[src/pcie_cap_consts.svh]
`ifndef PCIE_CAP_CONSTS_SVH
`define PCIE_CAP_CONSTS_SVH

// ----------------------------------------------------------------
// Register byte offsets
// ----------------------------------------------------------------
`define OFF_PB_HDR 12'h20C
`define OFF_PB_DATA 12'h214
`define OFF_PB_CAP 12'h218
`define OFF_ACS_HDR 12'h220
`define OFF_ACS_CTL 12'h224
`define OFF_EGRESS 12'h228
`define OFF_LTR_HDR 12'h230

// ----------------------------------------------------------------
// Capability header contents
// ----------------------------------------------------------------
`define ID_PB 16'h0004
`define ID_ACS 16'h000D
`define ID_LTR 16'h0018
`define CAP_VER 4'h1
`define NEXT_PB_UP 12'h230
`define NEXT_PB_DOWN 12'h220
`define NEXT_L1SUB 12'h240

// ----------------------------------------------------------------
// Budget data select indices and field reset values
// ----------------------------------------------------------------
`define SEL_D0_MAX 8'h00
`define SEL_D0_SUST 8'h01
`define RST_BASE_POWER 8'h04
`define RST_SCALE 2'h0
`define RST_SUBSTATE 3'h0
`define RST_PM_STATE 2'h0
`define TYPE_MAXIMUM 3'h7
`define TYPE_SUSTAINED 3'h3
`define RST_RAIL 3'h2
`define RST_SYS_ALLOC 1'h0

// ----------------------------------------------------------------
// Access-control values and write lanes
// ----------------------------------------------------------------
`define ACS_IMPL 7'h7F
`define EGRESS_SIZE 8'h08
`define RST_ACS_EN 7'h00
`define RST_EGRESS 8'h00
`define LANE_ACS_EN 2
`define LANE_EGRESS 0
`define ZERO_WORD 32'h0000_0000

`endif

[src/pcie_cap_pkg.sv]
package pcie_cap_pkg;

    // ----------------------------------------------------------------
    // Register word layouts
    // ----------------------------------------------------------------
    typedef struct packed {
        logic [11:0] next_ptr;
        logic [3:0] version;
        logic [15:0] cap_id;
    } ext_hdr_s;

    typedef struct packed {
        logic [10:0] reserved_preserved;
        logic [2:0] rail;
        logic [2:0] cond_type;
        logic [1:0] pm_state;
        logic [2:0] pm_substate;
        logic [1:0] scale;
        logic [7:0] base_power;
    } budget_data_s;

    typedef struct packed {
        logic [30:0] reserved_preserved;
        logic sys_alloc;
    } budget_cap_s;

    typedef struct packed {
        logic [8:0] reserved_preserved_hi;
        logic [6:0] enables;
        logic [7:0] vector_size;
        logic reserved_preserved_lo;
        logic [6:0] implemented;
    } acs_ctl_s;

    typedef struct packed {
        logic [23:0] reserved_preserved;
        logic [7:0] vector;
    } egress_s;

    // ----------------------------------------------------------------
    // Loadable budget entry
    // ----------------------------------------------------------------
    typedef struct packed {
        logic [7:0] base_power;
        logic [1:0] scale;
        logic [1:0] pm_state;
    } budget_entry_s;

endpackage

[src/rw_field.sv]
module rw_field
    import pcie_cap_pkg::*;
#(
    parameter int W = 8,
    parameter logic [W-1:0] RST = '0
) (
    input wire logic clk,
    input wire logic arst_n,
    input wire logic wr_en,
    input wire logic [W-1:0] wdata,
    output logic [W-1:0] q
);

    typedef struct packed {
        logic [W-1:0] value;
    } field_s;

    field_s field_ff;
    field_s nxt_field;

    // ----------------------------------------------------------------
    // Next value
    // ----------------------------------------------------------------
    always_comb begin
        nxt_field = field_ff;
        if (wr_en) begin
            nxt_field.value = wdata;
        end
    end

    // ----------------------------------------------------------------
    // State register
    // ----------------------------------------------------------------
    always_ff @(posedge clk or negedge arst_n) begin
        if (!arst_n) begin
            field_ff.value <= RST;
        end else begin
            field_ff <= nxt_field;
        end
    end

    assign q = field_ff.value;

endmodule

[src/pcie_cap_regs.sv]
`include "pcie_cap_consts.svh"

module pcie_cap_regs
    import pcie_cap_pkg::*;
#(
    parameter logic IS_UPSTREAM = 1'b0
) (
    input wire logic clk,
    input wire logic arst_n,
    input wire logic cfg_req,
    input wire logic cfg_wr,
    input wire logic [11:0] cfg_addr,
    input wire logic [31:0] cfg_wdata,
    input wire logic [3:0] cfg_be,
    output logic cfg_ack,
    output logic [31:0] cfg_rdata,
    input wire logic [7:0] data_select,
    input wire logic init_load,
    input wire logic init_entry,
    input wire logic [7:0] init_base_power,
    input wire logic [1:0] init_scale,
    input wire logic [1:0] init_pm_state,
    input wire logic init_sys_alloc,
    output logic [6:0] acs_enable,
    output logic [7:0] egress_vector
);

    typedef struct packed {
        logic ack;
        logic [31:0] rdata;
        budget_entry_s max_entry;
        budget_entry_s sust_entry;
        logic sys_alloc;
    } state_s;

    state_s state_ff;
    state_s nxt_state;

    logic [11:0] word_addr;
    logic acs_en_wr;
    logic egress_wr;
    logic [6:0] acs_en_q;
    logic [7:0] egress_q;
    logic [31:0] rd_word;
    ext_hdr_s pb_hdr;
    ext_hdr_s acs_hdr;
    ext_hdr_s ltr_hdr;
    budget_data_s pb_data;
    budget_cap_s pb_cap;
    acs_ctl_s acs_ctl;
    egress_s egress_word;
    budget_entry_s sel_entry;
    acs_ctl_s wr_acs;
    egress_s wr_egress;

    // ----------------------------------------------------------------
    // Address decode and write strobes
    // ----------------------------------------------------------------
    assign word_addr = {cfg_addr[11:2], 2'b00};
    assign wr_acs = cfg_wdata;
    assign wr_egress = cfg_wdata;

    // Only the lane holding each field is written (lane 2 for enables, lane 0 for the vector); reserved lanes are ignored.
    assign acs_en_wr = cfg_req && cfg_wr && !IS_UPSTREAM && (word_addr == `OFF_ACS_CTL)
        && cfg_be[`LANE_ACS_EN];
    assign egress_wr = cfg_req && cfg_wr && !IS_UPSTREAM && (word_addr == `OFF_EGRESS)
        && cfg_be[`LANE_EGRESS];

    // ----------------------------------------------------------------
    // Writable access-control fields
    // ----------------------------------------------------------------
    rw_field #(
        .W($bits(acs_en_q)),
        .RST(`RST_ACS_EN)
    ) u_acs_en (
        .clk(clk),
        .arst_n(arst_n),
        .wr_en(acs_en_wr),
        .wdata(wr_acs.enables),
        .q(acs_en_q)
    );

    rw_field #(
        .W($bits(egress_q)),
        .RST(`RST_EGRESS)
    ) u_egress (
        .clk(clk),
        .arst_n(arst_n),
        .wr_en(egress_wr),
        .wdata(wr_egress.vector),
        .q(egress_q)
    );

    // ----------------------------------------------------------------
    // Register word assembly
    // ----------------------------------------------------------------
    always_comb begin
        pb_hdr.cap_id = `ID_PB;
        pb_hdr.version = `CAP_VER;
        pb_hdr.next_ptr = IS_UPSTREAM ? `NEXT_PB_UP : `NEXT_PB_DOWN;

        acs_hdr.cap_id = `ID_ACS;
        acs_hdr.version = `CAP_VER;
        acs_hdr.next_ptr = `NEXT_L1SUB;

        ltr_hdr.cap_id = `ID_LTR;
        ltr_hdr.version = `CAP_VER;
        ltr_hdr.next_ptr = `NEXT_L1SUB;

        sel_entry = (data_select == `SEL_D0_SUST) ? state_ff.sust_entry : state_ff.max_entry;
        pb_data.reserved_preserved = '0;
        pb_data.base_power = sel_entry.base_power;
        pb_data.scale = sel_entry.scale;
        pb_data.pm_substate = `RST_SUBSTATE;
        pb_data.pm_state = sel_entry.pm_state;
        pb_data.cond_type = (data_select == `SEL_D0_SUST) ? `TYPE_SUSTAINED
            : `TYPE_MAXIMUM;
        pb_data.rail = `RST_RAIL;

        pb_cap.reserved_preserved = '0;
        pb_cap.sys_alloc = state_ff.sys_alloc;

        acs_ctl.reserved_preserved_hi = '0;
        acs_ctl.enables = acs_en_q;
        acs_ctl.vector_size = `EGRESS_SIZE;
        acs_ctl.reserved_preserved_lo = 1'b0;
        acs_ctl.implemented = `ACS_IMPL;

        egress_word.reserved_preserved = '0;
        egress_word.vector = egress_q;
    end

    // ----------------------------------------------------------------
    // Read multiplexer
    // ----------------------------------------------------------------
    always_comb begin
        rd_word = `ZERO_WORD;
        if (word_addr == `OFF_PB_HDR) begin
            rd_word = pb_hdr;
        end else if (word_addr == `OFF_PB_DATA) begin
            if ((data_select == `SEL_D0_MAX) || (data_select == `SEL_D0_SUST)) begin
                rd_word = pb_data;
            end else begin
                rd_word = `ZERO_WORD;
            end
        end else if (word_addr == `OFF_PB_CAP) begin
            rd_word = pb_cap;
        end else if ((word_addr == `OFF_ACS_HDR) && !IS_UPSTREAM) begin
            rd_word = acs_hdr;
        end else if ((word_addr == `OFF_ACS_CTL) && !IS_UPSTREAM) begin
            rd_word = acs_ctl;
        end else if ((word_addr == `OFF_EGRESS) && !IS_UPSTREAM) begin
            rd_word = egress_word;
        end else if ((word_addr == `OFF_LTR_HDR) && IS_UPSTREAM) begin
            rd_word = ltr_hdr;
        end else begin
            rd_word = `ZERO_WORD;
        end
    end

    // ----------------------------------------------------------------
    // Next state
    // ----------------------------------------------------------------
    always_comb begin
        nxt_state = state_ff;
        nxt_state.ack = cfg_req;
        if (cfg_req && !cfg_wr) begin
            nxt_state.rdata = rd_word;
        end else if (cfg_req) begin
            nxt_state.rdata = `ZERO_WORD;
        end
        if (init_load) begin
            if (init_entry) begin
                nxt_state.sust_entry.base_power = init_base_power;
                nxt_state.sust_entry.scale = init_scale;
                nxt_state.sust_entry.pm_state = init_pm_state;
            end else begin
                nxt_state.max_entry.base_power = init_base_power;
                nxt_state.max_entry.scale = init_scale;
                nxt_state.max_entry.pm_state = init_pm_state;
            end
            nxt_state.sys_alloc = init_sys_alloc;
        end
    end

    // ----------------------------------------------------------------
    // State register
    // ----------------------------------------------------------------
    always_ff @(posedge clk or negedge arst_n) begin
        if (!arst_n) begin
            state_ff.ack <= 1'b0;
            state_ff.rdata <= `ZERO_WORD;
            state_ff.max_entry.base_power <= `RST_BASE_POWER;
            state_ff.max_entry.scale <= `RST_SCALE;
            state_ff.max_entry.pm_state <= `RST_PM_STATE;
            state_ff.sust_entry.base_power <= `RST_BASE_POWER;
            state_ff.sust_entry.scale <= `RST_SCALE;
            state_ff.sust_entry.pm_state <= `RST_PM_STATE;
            state_ff.sys_alloc <= `RST_SYS_ALLOC;
        end else begin
            state_ff <= nxt_state;
        end
    end

    // ----------------------------------------------------------------
    // Outputs
    // ----------------------------------------------------------------
    assign cfg_ack = state_ff.ack;
    assign cfg_rdata = state_ff.rdata;
    assign acs_enable = acs_en_q;
    assign egress_vector = egress_q;

endmodule

[config.mk]
export PLATFORM = sky130hd
export DESIGN_NAME = pcie_cap_regs
export DESIGN_NICKNAME = d
export VERILOG_FILES = /design/src/pcie_cap_pkg.sv /design/src/rw_field.sv /design/src/pcie_cap_regs.sv
export VERILOG_INCLUDE_DIRS = /design/src
export SDC_FILE = /design/constraint.sdc
export NUM_CORES = 1
export LEC_CHECK = 0
export ABC_AREA = 0
export BUFFER_PORTS_ARGS = -buffer_cell sky130_fd_sc_hd__buf_4
export CAP_MARGIN = 20
export CELL_PAD_IN_SITES_DETAIL_PLACEMENT = 0
export CELL_PAD_IN_SITES_GLOBAL_PLACEMENT = 1
export CORE_UTILIZATION = 38
export CTS_CLUSTER_DIAMETER = 60
export CTS_CLUSTER_SIZE = 14
export DETAILED_ROUTE_END_ITERATION = 7
export PLACE_DENSITY_LB_ADDON = 0.1
export SYNTH_ARGS = -nofsm -noshare
export SYNTH_HDL_FRONTEND = slang
export SYNTH_HIERARCHICAL = 1
export SYNTH_SLANG_ARGS = --single-unit
[constraint.sdc]
create_clock -name clk -period 1.45 [get_ports clk]
set_clock_uncertainty 0.1 [all_clocks]
set_input_delay 0.0725 -clock clk [delete_from_list [all_inputs] [get_ports clk]]
set_output_delay 0.0725 -clock clk [all_outputs]
set_load 0.005 [all_outputs]
==> results, run 1 <==
- After detailed routing, the average wire length per cell comes to between 15 and 20 um.
- For this run, the leading register cell type out of synthesis is sky130_fd_sc_hd__dfrtp_1.
- The clock tree root buffer cell is sky130_fd_sc_hd__clkbuf_8.
- Cell internal power was estimated by the tool at between 3 and 4 mW.
- Setup repair after global routing could not meet its margin everywhere.
- The maximum vdd ir drop is 0.000774 V.
- The count of nets left with antenna violations once routing finished came out at 0.
- The largest total area in the synthesized netlist belongs to sky130_fd_sc_hd__dfrtp_1.
- The share of the Yosys chip area taken by registers is 0.491.
- STA classifies the critical path endpoint as a register.
- In this design, the stage delay of the slowest critical-path cell is ~0.55 ns.
- The first-pass GRT wire length is 12200 um.
- The global routing usage summed across all routing layers is 0.182.
- The H-tree generated during clock tree synthesis spans 3 levels.
- The fraction of power spent switching nets is 0.233.
- The static power due to leakage is between 2 and 2.5 nW.
- TritonCTS created 9 clock buffers.
- After synthesis, the share of flip-flops with an asynchronous set or reset is 1.00.
- For the final routed database, the setup TNS stands at -0.969 ns.
- The kind of cell with the highest combined delay along the critical path is simple AND/OR/NAND/NOR gates.
- The placed wire-length estimate is approximately 5500 um.
- The endpoint of the lowest-slack register-to-register path is cfg_rdata[0].
- The design draws 4.28 mW.
- The tree built by TritonCTS fans out to 65 sinks.
- The post-layout worst setup margin is -0.0896 ns.
- The Yosys step of the flow raised 6 warnings.
- Buffers placed on the I/O ports in this run total 93.
- The clock network power share is 0.408.
- The final reports fail on setup timing.
- Along the worst path, the maximum fanout reaches 8.
- The synthesized area is 0.00332 sq mm.
- The share of cells above drive strength 1 is 0.538.
- The number of standard cells after synthesis is about 260.
- The total of max-cap violations is 0.
- The final critical-path required period is 1.54 ns.
- The origin of the critical flop-to-flop path is pb_cap[0].
- Setup violations remaining at the end of the flow were counted as 15.
- The final route contains between 2000 and 2500 vias.
- During I/O placement, the number of pins put on the boundary was between 100 and 150.
- The slack of the worst reg-to-reg path is around 0.090 ns.
- The run finished, with violations left.
- The critical path contains buffers and inverters numbering 2 combined.
- Clock-pin slew was measured on the worst setup and hold paths at about 0.07 ns.
- After the first detailed-routing iteration, the DRC count stood at between 60 and 70.
- The flip-flop and latch count after synthesis is 65.
- On the critical path, the stage with the largest delay is an instance of sky130_fd_sc_hd__or4b_4.
- For met3 alone, demand over resource in global routing was 0.0526.
- The post-layout net count is about 460.
- For hold timing, the worst endpoint is cfg_rdata[29].
- After detailed routing, the number of vias per cell comes to 4.86.
- In the global route stage, met1 resource usage came out at 0.231.
- In this run the horizontal extent of the chip is approximately 95 um.
- Relative to the synthesized area, the layout overhead comes to 41.1%.
- The share of the cycle needed by the critical path after routing is 1.06.
- The area share of the leading cell type in the synthesized netlist is 0.475.
- Entering global routing, the biggest net connects between 60 and 70 pins.
- The post-synthesis average cell area is between 10 and 15 sq um.
- Of the total power, combinational logic draws 0.131.
- The via count of the first global-routing pass is approximately 2400.
- The repair_antennas step left the layout with diodes totalling 0.
- The most common cell in the synthesized netlist is sky130_fd_sc_hd__dfrtp_1.
- The leftover overflow at the end of global routing is 0.
- The count of flip-flops with a built-in enable after synthesis is 0.
- The number of antenna violations at the first check in global routing is 0.
- The critical hold path startpoint is cfg_addr[5].
- The required time of the critical path is ~1.6 ns.
- TritonCTS built the clock tree.
- The met2 usage in global routing is 0.302.
- For this run, the detailed router's first-pass iteration total came to 4.
- Counting instances in the post-synthesis netlist gives the leading cell types as sky130_fd_sc_hd__dfrtp_1 (63), sky130_fd_sc_hd__buf_4 (32), sky130_fd_sc_hd__mux2_2 (30), sky130_fd_sc_hd__mux2_4 (15), sky130_fd_sc_hd__o21ai_0 (9).
- The areal power density over the cells is around 920 mW/mm^2.
- The type of the worst setup path is input pin to register.
- Of the total power, registers draw 0.461.
- The die boundary height is around 95 um.
- The final routed wirelength across all metal layers is ~7700 um.
- The maximum clock frequency is 650 MHz.
- The tightest min-delay check is of the input pin to register type.
- The number of filler instances in the final layout is 735.
- The floorplan has 33 rows.
- The total net switching power is ~1000 uW.
- STA puts the critical path data arrival time at 1.67 ns.
- The die covers roughly 0.009 sq mm.
- After global routing, the most crowded layer is met2.
- The cell depth of the worst flop-to-flop path is 3.
- The floorplan step defined a core boundary enclosing 0.00834 sq mm.
- The number of pins with negative max-slew slack in the final report is 0.
- The total count of hold-check failures in the final report is 0.
- The clock latency of the later-clocked register in the worst-skew pair is about 0.34 ns.
- The number of buffers on the longest clock path is 2.
- At the end of routability-driven placement, the weighted congestion stood at a little under 0.8.
- Counting instances, the worst hold path has a depth of 3.
- After detailed routing, the number of remaining DRC violations is 0.
- The critical path launch point type is an input pin.
- Walking the worst path, the cells encountered are buf_6 > or4b_4 > nor2_4 > nand3_2 > nor4b_2 > buf_4 > mux2_4.
- The initial utilization of the core area, before any placement, comes to 0.398.
- The netlist uses 53 different library cells.
- By area the synthesized netlist is led by sky130_fd_sc_hd__dfrtp_1 (48%), sky130_fd_sc_hd__mux2_2 (10%), sky130_fd_sc_hd__buf_4 (7.2%).
power by group through the flow:
stage	clock network (mW)	logic, mW	registers (mW)
after floorplan	0	0.256	1.99
after global placement	0	0.488	2.00
after detailed placement	0	0.494	2.01
after CTS	1.80	0.570	1.97
after global routing	1.87	0.614	1.99
final	1.75	0.563	1.97
cell families (layout without fill, tap and decap cells):
group                  count (synthesis)  after routing  share of synthesized area
other                                  1              8                    0.00113
and+or+nand+nor                       42             42                      0.102
DFF                                   65             65                      0.491
buffers and inverters                 52            179                      0.109
muxes                                 52             52                      0.191
AOI/OAI and AO/OA                     46             46                      0.106
layout by cell type (no fill, tap or decap), types with 3 or more instances in the layout:
master / instances
sky130_fd_sc_hd__a41oi_1: 4
sky130_fd_sc_hd__nand2_1: 4
sky130_fd_sc_hd__a22o_2: 4
sky130_fd_sc_hd__nand3_1: 3
sky130_fd_sc_hd__conb_1: 8
sky130_fd_sc_hd__nor2_1: 3
sky130_fd_sc_hd__o21ai_0: 9
sky130_fd_sc_hd__mux2_2: 30
sky130_fd_sc_hd__inv_1: 5
sky130_fd_sc_hd__buf_4: 121
sky130_fd_sc_hd__nor2b_1: 6
sky130_fd_sc_hd__mux2_4: 15
sky130_fd_sc_hd__a21oi_1: 7
sky130_fd_sc_hd__dlygate4sd3_1: 32
sky130_fd_sc_hd__dfrtp_1: 63
sky130_fd_sc_hd__o2bb2ai_1: 6
sky130_fd_sc_hd__nor4b_4: 4
sky130_fd_sc_hd__clkbuf_8: 10
sky130_fd_sc_hd__mux2i_1: 7
per-layer routing:
layer,wire [um],vias to the layer above
li1,-,1164
met1,3420,1178
met4,73,0
met3,399,6
met5,0,-
met2,3780,69
metrics by stage:
step	hold slack, ns	area (sq um)	cells	utilization	worst slack [ns]
after CTS	0.0141	4670	498	0.560	-0.0868
after global placement	0.000431	4070	445	0.488	-0.485
after floorplan	-0.323	3360	265	-	-0.427
after global routing	0.0472	4680	497	0.561	-0.134
after detailed placement	0.00228	4070	445	0.488	-0.470
final	0.0324	4680	497	0.561	-0.0896
sequential cells by signal (all words and copies together), names as in the netlist:
signal,flops
cfg_ack,1
cfg_rdata,24
pb_cap,1
state_ff,24
u_acs_en/q,7
u_egress/q,8
repair_timing:
action | CTS | global route
setup endpoints to repair | 15 | 25
gates resized for setup | 4 | 4
setup buffers | 5 | 0
hold buffers | 32 | 0
endpoints found under the hold margin | 107 | 0
pin swaps | 0 | 2
worst reg2reg max path, stage by stage (launching register included):
cell                      delay (ns)
sky130_fd_sc_hd__dfrtp_1        0.41
sky130_fd_sc_hd__a31o_2         0.24
sky130_fd_sc_hd__a32o_2         0.26
sky130_fd_sc_hd__a32o_1         0.24
worst max path at each step:
stage                     to        start  depth (start not counted)  slack (ns)
3_5_place_dp   u_egress/q[4]  cfg_addr[7]                          7       -0.47
3_3_place_gp   u_egress/q[5]  cfg_addr[7]                          7       -0.49
6_report       u_egress/q[4]  cfg_addr[7]                          7       -0.09
4_1_cts        u_egress/q[4]  cfg_addr[7]                          7       -0.09
5_1_grt        u_egress/q[0]  cfg_addr[7]                          7       -0.13
2_1_floorplan  u_egress/q[0]  cfg_addr[7]                          7       -0.43
layout make-up:
cell class,count,area [sq um],area share
clock buffer,10,138,0.0294
clock inverter,6,90.1,0.0193
inverter,6,22.5,0.00481
multi-input combinational,148,1380,0.295
sequential,65,1630,0.348
tap,105,131,0.0281
timing repair buffer,157,1290,0.275
Note: power is estimated with default switching activity, not from simulation.
==> run 2, diff against run 1 <==
--- a/config.mk
+++ b/config.mk
@@ -11,12 +11,11 @@
 export CAP_MARGIN = 20
 export CELL_PAD_IN_SITES_DETAIL_PLACEMENT = 0
 export CELL_PAD_IN_SITES_GLOBAL_PLACEMENT = 1
-export CORE_UTILIZATION = 38
+export CORE_UTILIZATION = 37
 export CTS_CLUSTER_DIAMETER = 60
 export CTS_CLUSTER_SIZE = 14
 export DETAILED_ROUTE_END_ITERATION = 7
 export PLACE_DENSITY_LB_ADDON = 0.1
 export SYNTH_ARGS = -nofsm -noshare
 export SYNTH_HDL_FRONTEND = slang
-export SYNTH_HIERARCHICAL = 1
 export SYNTH_SLANG_ARGS = --single-unit
==> results, run 2 <==
- The via count of the first global-routing pass was 2455.
- The most critical setup path has its startpoint at cfg_addr[7].
- Of all flip-flops after synthesis, the portion carrying an async set or reset was 1.00.
- The number of pins with negative max-slew slack in the final report came to 0.
- The initial detailed-routing violation count is 82.
- The die covers approximately 0.0089 sq mm.
- Counting I/O delays and the setup requirement, the final critical path takes about 1.5 ns.
- Counting distinct cell types in the post-synthesis netlist gives 45.
- The die span in x is approximately 94 um.
- The overall via count from detail_route is 2416.
- Dividing the detail-routed wire length by the instance count gives roughly 16 um.
- sky130_fd_sc_hd__dfrtp_1 is the most common cell in the netlist.
- The number of antenna violations at the first check in global routing was 0.
- After synthesis the cells add up to ~0.0032 sq mm.
- Across the run, the number of max-cap violations was 0.
- The number of diodes added for antenna fixing is 0.
- The placer's final routability congestion estimate is 0.770.
- Counting the buffers created by CTS gives 9.
- The commonest non-fill, non-tap cell in the layout is sky130_fd_sc_hd__buf_4.
- The area growth from synthesis to layout is 47.4%.
- During placement, the flow inserted port buffers numbering 93.
- The worst register-to-register path ends at pb_cap[0].
- The post-layout net count is between 400 and 500.
- The static power due to leakage is around 2.3 nW.
- 123 I/O pins were placed.
- The average instance in the mapped netlist occupies about 12 sq um.
- The commonest register cell after synthesis is sky130_fd_sc_hd__dfrtp_1.
- In the synthesized netlist, the cells that appear most often are sky130_fd_sc_hd__dfrtp_1 (63), sky130_fd_sc_hd__mux2_2 (37), sky130_fd_sc_hd__buf_4 (32), sky130_fd_sc_hd__mux2i_1 (11), sky130_fd_sc_hd__o21ai_0 (11).
- The area used by multi-input combinational logic is between 0.001 and 0.0015 sq mm.
- The final routed wirelength across all metal layers is a little under 8000 um.
- Once routing completed, OpenROAD measured the worst setup slack at -0.0285 ns.
- The termination of the worst setup path is u_egress.q[7].
- The post-synthesis sequential area ratio is 0.516.
- The kind of end point of the critical path is a register.
- The HPWL after detailed placement is ~5600 um.
- At the worst endpoint, the required time is ~1.6 ns.
- Data on the critical path arrives at its endpoint at 1.60 ns.
- The H-tree depth reported by CTS is 3.
- The detail route stage leaves a number of antenna-violating nets equal to 0.
- After filler insertion, the fill cell instance count of the layout stands at about 700.
- In the synthesized netlist, the number of instances is around 260.
- The origin of the critical flop-to-flop path is pb_cap[0].
- The clock sink count is 65.
- The design draws between 4 and 5 mW.
- After clock tree synthesis, the clock-pin slew on the worst setup and hold paths is roughly 0.070 ns.
- For this run, the detailed router's first-pass iteration total came to 4.
- The maximum vdd ir drop is about 0.00056 V.
- Dividing total power by cell area gives a power density of about 900 mW/mm^2.
- For this run, the number of Yosys warnings is 0.
- The cell depth of the worst flop-to-flop path is 3.
- The flip-flop and latch count after synthesis is 65.
- Summed over all layers, the global routing overflow is 0.
- The floorplan step defined a core boundary enclosing 0.00822 sq mm.
- Setup repair after global routing could not meet its margin everywhere.
- In this run the worst path has a maximum fanout of 4.
- The area share of the leading cell type in the synthesized netlist is 0.499.
- The number of buffers on the longest clock path is 2.
- The floorplan step set the die height to 94.4 um.
- Registers take between 0.0015 and 0.002 sq mm.
- In the final layout, the share of cells above drive strength 1 is 0.494.
- The cell sitting at the root of the clock tree is a sky130_fd_sc_hd__clkbuf_8.
- For this run, design rule violations remaining after detail routing come to 0.
- The setup path with the least slack is of type input pin to register.
- Yosys mapped a number of flops with a built-in enable equal to 0.
- Static timing analysis puts the maximum clock frequency at a little under 700 MHz.
- Timing analysis after detailed placement gives a worst setup slack of -0.426 ns.
- Of all cell types, the one taking the most synthesized area is sky130_fd_sc_hd__dfrtp_1.
- The clock latency of the later-clocked register in the worst-skew pair is between 0.3 and 0.4 ns.
- The maximum number of pins on one net before global-route repair is 38.
- The first global-routing pass estimated around 12000 um of wire.
- Dividing the final minimum period by the clock period gives 1.02.
- The initial standard-cell utilization of the core is 0.384.
- Across all register-to-register paths, the minimum setup slack is 0.15 ns.
- The flow ran to the end, but the final reports show violations.
- Setup violations remaining at the end of the flow were counted as 14.
- The total count of hold-check failures in the final report came to 0.
- The critical path launch point type is an input pin.
- The tightest min-delay check is of the input pin to register type.
- In the routed layout, each cell is associated on average with a via count of just under 5.
- The global routing usage summed across all routing layers is 0.186.
- The checks that failed: setup timing.
- The clock tree from TritonCTS is built.
- In the layout the commonest cells are sky130_fd_sc_hd__buf_4 (118), sky130_fd_sc_hd__dfrtp_1 (63), sky130_fd_sc_hd__dlygate4sd3_1 (33), sky130_fd_sc_hd__mux2_2 (24), sky130_fd_sc_hd__mux2_4 (15).
- Yosys attributes the largest share of cell area to sky130_fd_sc_hd__dfrtp_1 (50%), sky130_fd_sc_hd__mux2_2 (13%), sky130_fd_sc_hd__buf_4 (7.6%).
- The site row count is 33.
[run 2: changes by cell type after synthesis, sizes merged, moves of 4 or more]
cell and delta:
a41oi -4, nor4b -4, buf -4, a22oi +4, mux2 -6, mux2i +4, a21oi -4
[run 2: kinds of logic (layout without fill, tap and decap cells)]
| family | after synthesis | in the layout | share of synthesized area |
|---|---|---|---|
| flops | 65 | 65 | 0.516 |
| mux | 50 | 50 | 0.174 |
| buf+inv | 50 | 182 | 0.103 |
| other cells | 1 | 8 | 0.00119 |
| simple gates | 47 | 47 | 0.104 |
| compound gates | 45 | 45 | 0.102 |
[run 2: timing repair]
item / 4_1_cts / 5_1_grt
hold buffers: 33 / 0
endpoints found under the hold margin: 108 / 0
resized for setup: 11 / 6
endpoints found under the setup margin: 15 / 17
pin swaps: 3 / 3
setup buffers: 1 / 1
[run 2: how the worst min path moves through the flow]
stage / from / to / slack, ns / cells after the start
final: cfg_req / cfg_rdata[16] / 0.04 / 3
after floorplan: arst_n / cfg_ack / -0.32 / 0
after global routing: cfg_req / cfg_rdata[16] / 0.06 / 3
after detailed placement: arst_n / u_egress.q[3] / -0.07 / 1
after global placement: arst_n / u_egress.q[3] / -0.07 / 1
after CTS: cfg_wr / cfg_rdata[2] / 0.03 / 4
[run 2: stage by stage]
step | area, sq um | TNS (ns) | hold slack [ns] | instances | util
global route | 4650 | -0.497 | 0.0595 | 502 | 0.566
global placement | 4030 | -10.85 | -0.0739 | 452 | 0.490
finish | 4650 | -0.239 | 0.0450 | 502 | 0.566
CTS | 4630 | -0.0552 | 0.0290 | 502 | 0.564
detailed placement | 4030 | -11.08 | -0.0739 | 452 | 0.490
floorplan | 3260 | -3.37 | -0.323 | 265 | -
[run 2: worst max-delay path: stages]
cell and delay, ns:
sky130_fd_sc_hd__buf_6 0.10, sky130_fd_sc_hd__or4b_4 0.55, sky130_fd_sc_hd__nor3_4 0.23, sky130_fd_sc_hd__and3_4 0.23
sky130_fd_sc_hd__buf_6 0.12, sky130_fd_sc_hd__mux2_4 0.29
[run 2: routing by layer]
| metal | part of all wire | track usage | vias up |
|---|---|---|---|
| met3 | 0.050 | 0.0475 | 13 |
| met4 | 0.016 | 0.0692 | 0 |
| met2 | 0.48 | 0.303 | 64 |
| met5 | 0 | 0 | - |
| li1 | - | - | 1164 |
| met1 | 0.45 | 0.238 | 1175 |
[run 2: final cells by class]
cell class / instances / area share
Clock buffer: 11 / 0.0304
Clock inverter: 5 / 0.0169
Inverter: 8 / 0.00645
Multi-Input combinational cell: 150 / 0.288
Sequential cell: 65 / 0.350
Tap cell: 105 / 0.0282
Timing Repair Buffer: 158 / 0.280
[run 2: power breakdown]
group / internal (mW) / switching (mW)
Clock: 1.01 / 0.698
Combinational: 0.323 / 0.219
Sequential: 1.92 / 0.0485
Total: 3.26 / 0.965
==> run 3, diff against run 2 <==
--- a/config.mk
+++ b/config.mk
@@ -7,7 +7,7 @@
 export NUM_CORES = 1
 export LEC_CHECK = 0
 export ABC_AREA = 0
-export BUFFER_PORTS_ARGS = -buffer_cell sky130_fd_sc_hd__buf_4
+export BUFFER_PORTS_ARGS = -buffer_cell sky130_fd_sc_hd__buf_2
 export CAP_MARGIN = 20
 export CELL_PAD_IN_SITES_DETAIL_PLACEMENT = 0
 export CELL_PAD_IN_SITES_GLOBAL_PLACEMENT = 1
@@ -15,6 +15,7 @@
 export CTS_CLUSTER_DIAMETER = 60
 export CTS_CLUSTER_SIZE = 14
 export DETAILED_ROUTE_END_ITERATION = 7
+export MAX_ROUTING_LAYER = met4
 export PLACE_DENSITY_LB_ADDON = 0.1
 export SYNTH_ARGS = -nofsm -noshare
 export SYNTH_HDL_FRONTEND = slang
==> results, run 3 (same netlist as run 2, synthesis figures left out) <==
- The clock drives 65 sinks.
- The leftover overflow at the end of global routing is 0.
- The routed design could run at a clock period as short as roughly 1.5 ns.
- Prior to clock tree synthesis, the placed netlist has a worst setup slack of -0.413 ns.
- The global routing usage summed across all routing layers is 0.190.
- Detailed placement ended at an HPWL of about 5800 um.
- The type of the worst setup path is input pin to register.
- The number of filler instances in the final layout is 753.
- The total of max-cap violations is 0.
- IR analysis of the VDD net gives a maximum drop of 0.000645 V.
- The kind of end point of the critical path is a register.
- The clock-pin slew reported for the worst setup and hold paths after clock tree synthesis is 0.07 ns.
- The die span in x is 94.4 um.
- The number of pins with negative max-slew slack in the final report was 0.
- Measured against its own limit, the worst slew margin works out to 0.664.
- The top-level I/O count is about 120.
- Entering global routing, the biggest net connects 30 pins.
- Clock latency on the worst-skew pair, taken at its later pin, is approximately 0.34 ns.
- Excluding fillers, the count of instances in the completed layout stands at 504.
- The cell type group with the largest total delay on the critical path is simple AND/OR/NAND/NOR gates.
- Setup repair after global routing could not meet its margin everywhere.
- The share of cells above drive strength 1 is 0.494.
- After detailed placement, the design holds a cell count of between 400 and 500.
- The share of the cycle needed by the critical path after routing is 1.01.
- Traced cell by cell, the critical path runs through buf_6 > or4b_4 > nor3_4 > and3_1 > buf_6 > mux2_4.
- During placement, the flow inserted port buffers numbering between 90 and 100.
- The area growth from synthesis to final layout is 40.0%.
- In this run the vertical extent of the chip is 94.4 um.
- The largest single stage delay on the critical path is between 0.5 and 0.6 ns.
- The number of diodes added for antenna fixing is 0.
- The worst hold path class is input pin to register.
- The cell that appears most often on the critical path is sky130_fd_sc_hd__buf_6.
- For this block, the routed nets add up to just under 8000 um of wire.
- The initial detailed-routing violation count is a little under 70.
- The total die area is roughly 0.0089 sq mm.
- The via count of the first global-routing pass is about 2500.
- The run finished, with violations left.
- In this run the deepest clock path goes through 2 buffers.
- The clock tree root buffer cell is sky130_fd_sc_hd__clkbuf_8.
- The first-pass detailed-route iteration total is 4.
- The final reports fail on setup timing.
- The total count of hold-check failures in the final report is 0.
- Along the worst path, the maximum fanout reaches 7.
- The areal power density over the cells is between 800 and 900 mW/mm^2.
- Among all stages on the critical path, the largest delay is contributed by sky130_fd_sc_hd__or4b_4.
- TritonCTS built the clock tree.
- The number of DRC violations after detailed routing is 0.
- Dividing the detail-routed wire length by the instance count gives ~16 um.
- The first global-routing pass estimated approximately 12000 um of wire.
- In this run the core area contains 33 standard-cell rows.
- The number of vias per cell is about 4.8.
- The tightest hold path in the finished design has a slack of around 0.011 ns.
- Detailed routing inserted a total of ~2400 vias.
- The maximum clock frequency is a little under 700 MHz.
- In this run the remaining antenna-violating nets after routing total 0.
- The core region area is approximately 0.008 sq mm.
- The static power due to leakage is roughly 2.3 nW.
- The commonest non-fill, non-tap cell in the layout is sky130_fd_sc_hd__buf_2.
- The initial standard-cell utilization of the core is 0.384.
- Overall power consumption after layout is estimated at between 3 and 4 mW.
- The total of endpoints with negative setup slack in the final report is 8.
- The post-layout worst setup margin is -0.00927 ns.
- The count of buffer and inverter cells on the critical path is 2.
- The critical path arrival is roughly 1.6 ns.
- At the end of the flow, the number of nets in the layout was between 400 and 500.
- The critical path launch point type is an input pin.
- At the pin with the least slew margin, the transition time is between 0.5 and 0.6 ns.
- The H-tree was split into 3 levels.
- The placer's final routability congestion estimate is a little over 0.8.
- The number of antenna violations at the first check in global routing is 0.
- The required time of the critical path is between 1.5 and 2 ns.
- The library cells used most frequently in the layout, excluding fill and tap cells, are sky130_fd_sc_hd__buf_2 (89), sky130_fd_sc_hd__dfrtp_1 (63), sky130_fd_sc_hd__dlygate4sd3_1 (32), sky130_fd_sc_hd__buf_4 (31), sky130_fd_sc_hd__mux2_2 (24).
- In this run, CTS created clock tree buffers numbering 9.
## run 3: changes by cell type in the layout (fill, tap and decap cells not counted), sizes merged
cell / previous run / this run
buf: 125 / 129
bufinv: 2 / 1
dlygate4sd3: 33 / 32
## run 3: worst min-delay path, stage by stage
cell                      delay (ns)
sky130_fd_sc_hd__buf_2          0.09
sky130_fd_sc_hd__buf_4          0.14
sky130_fd_sc_hd__o21ai_0        0.09
## run 3: final timing paths
kind	start	to	slack [ns]	cells after the start
setup / recovery	cfg_addr[7]	u_acs_en.q[5]	-0.009	6
hold / removal	cfg_req	cfg_rdata[15]	0.01	3
setup reg to reg	pb_cap[0]	pb_cap[0]	0.14	3
hold reg to reg	cfg_rdata[11]	cfg_rdata[11]	0.38	1
max in group asynchronous	arst_n	cfg_rdata[7]	0.58	3
min in group asynchronous	arst_n	state_ff[8]	0.15	2
## run 3: repair_timing
action,4_1_cts,5_1_grt
setup endpoints to repair,15,16
hold endpoints to repair,108,0
resized for setup,13,3
hold buffers,32,0
pin swaps,4,3
buffers inserted,1,1
## run 3: cell type report
cell class                      count  area (sq um)  share of cell area
Clock buffer                       11           131              0.0297
Clock inverter                      4          45.0              0.0102
Tap cell                          105           131              0.0297
Multi-Input combinational cell    150          1340               0.302
Inverter                            8          30.0             0.00680
Timing Repair Buffer              161          1120               0.253
Sequential cell                    65          1630               0.369
## run 3: metrics by stage
step / instance area, sq um / TNS (ns) / utilization
4_1_cts: 4390 / -0.00962 / 0.535
6_report: 4420 / -0.0366 / 0.538
5_1_grt: 4420 / -0.209 / 0.538
3_3_place_gp: 3830 / -10.74 / 0.466
3_5_place_dp: 3830 / -10.86 / 0.466
2_1_floorplan: 3260 / -3.37 / -
## run 3: routing by layer
layer,routed length (um),track usage
met1,3570,0.237
met5,0,-
met3,392,0.0483
met2,3830,0.302
met4,102,0.0615
## run 3: report_power, final
part,internal [mW],switching (mW)
sequential,1.92,0.0471
combinational,0.291,0.219
clock,0.777,0.668
total,2.99,0.934
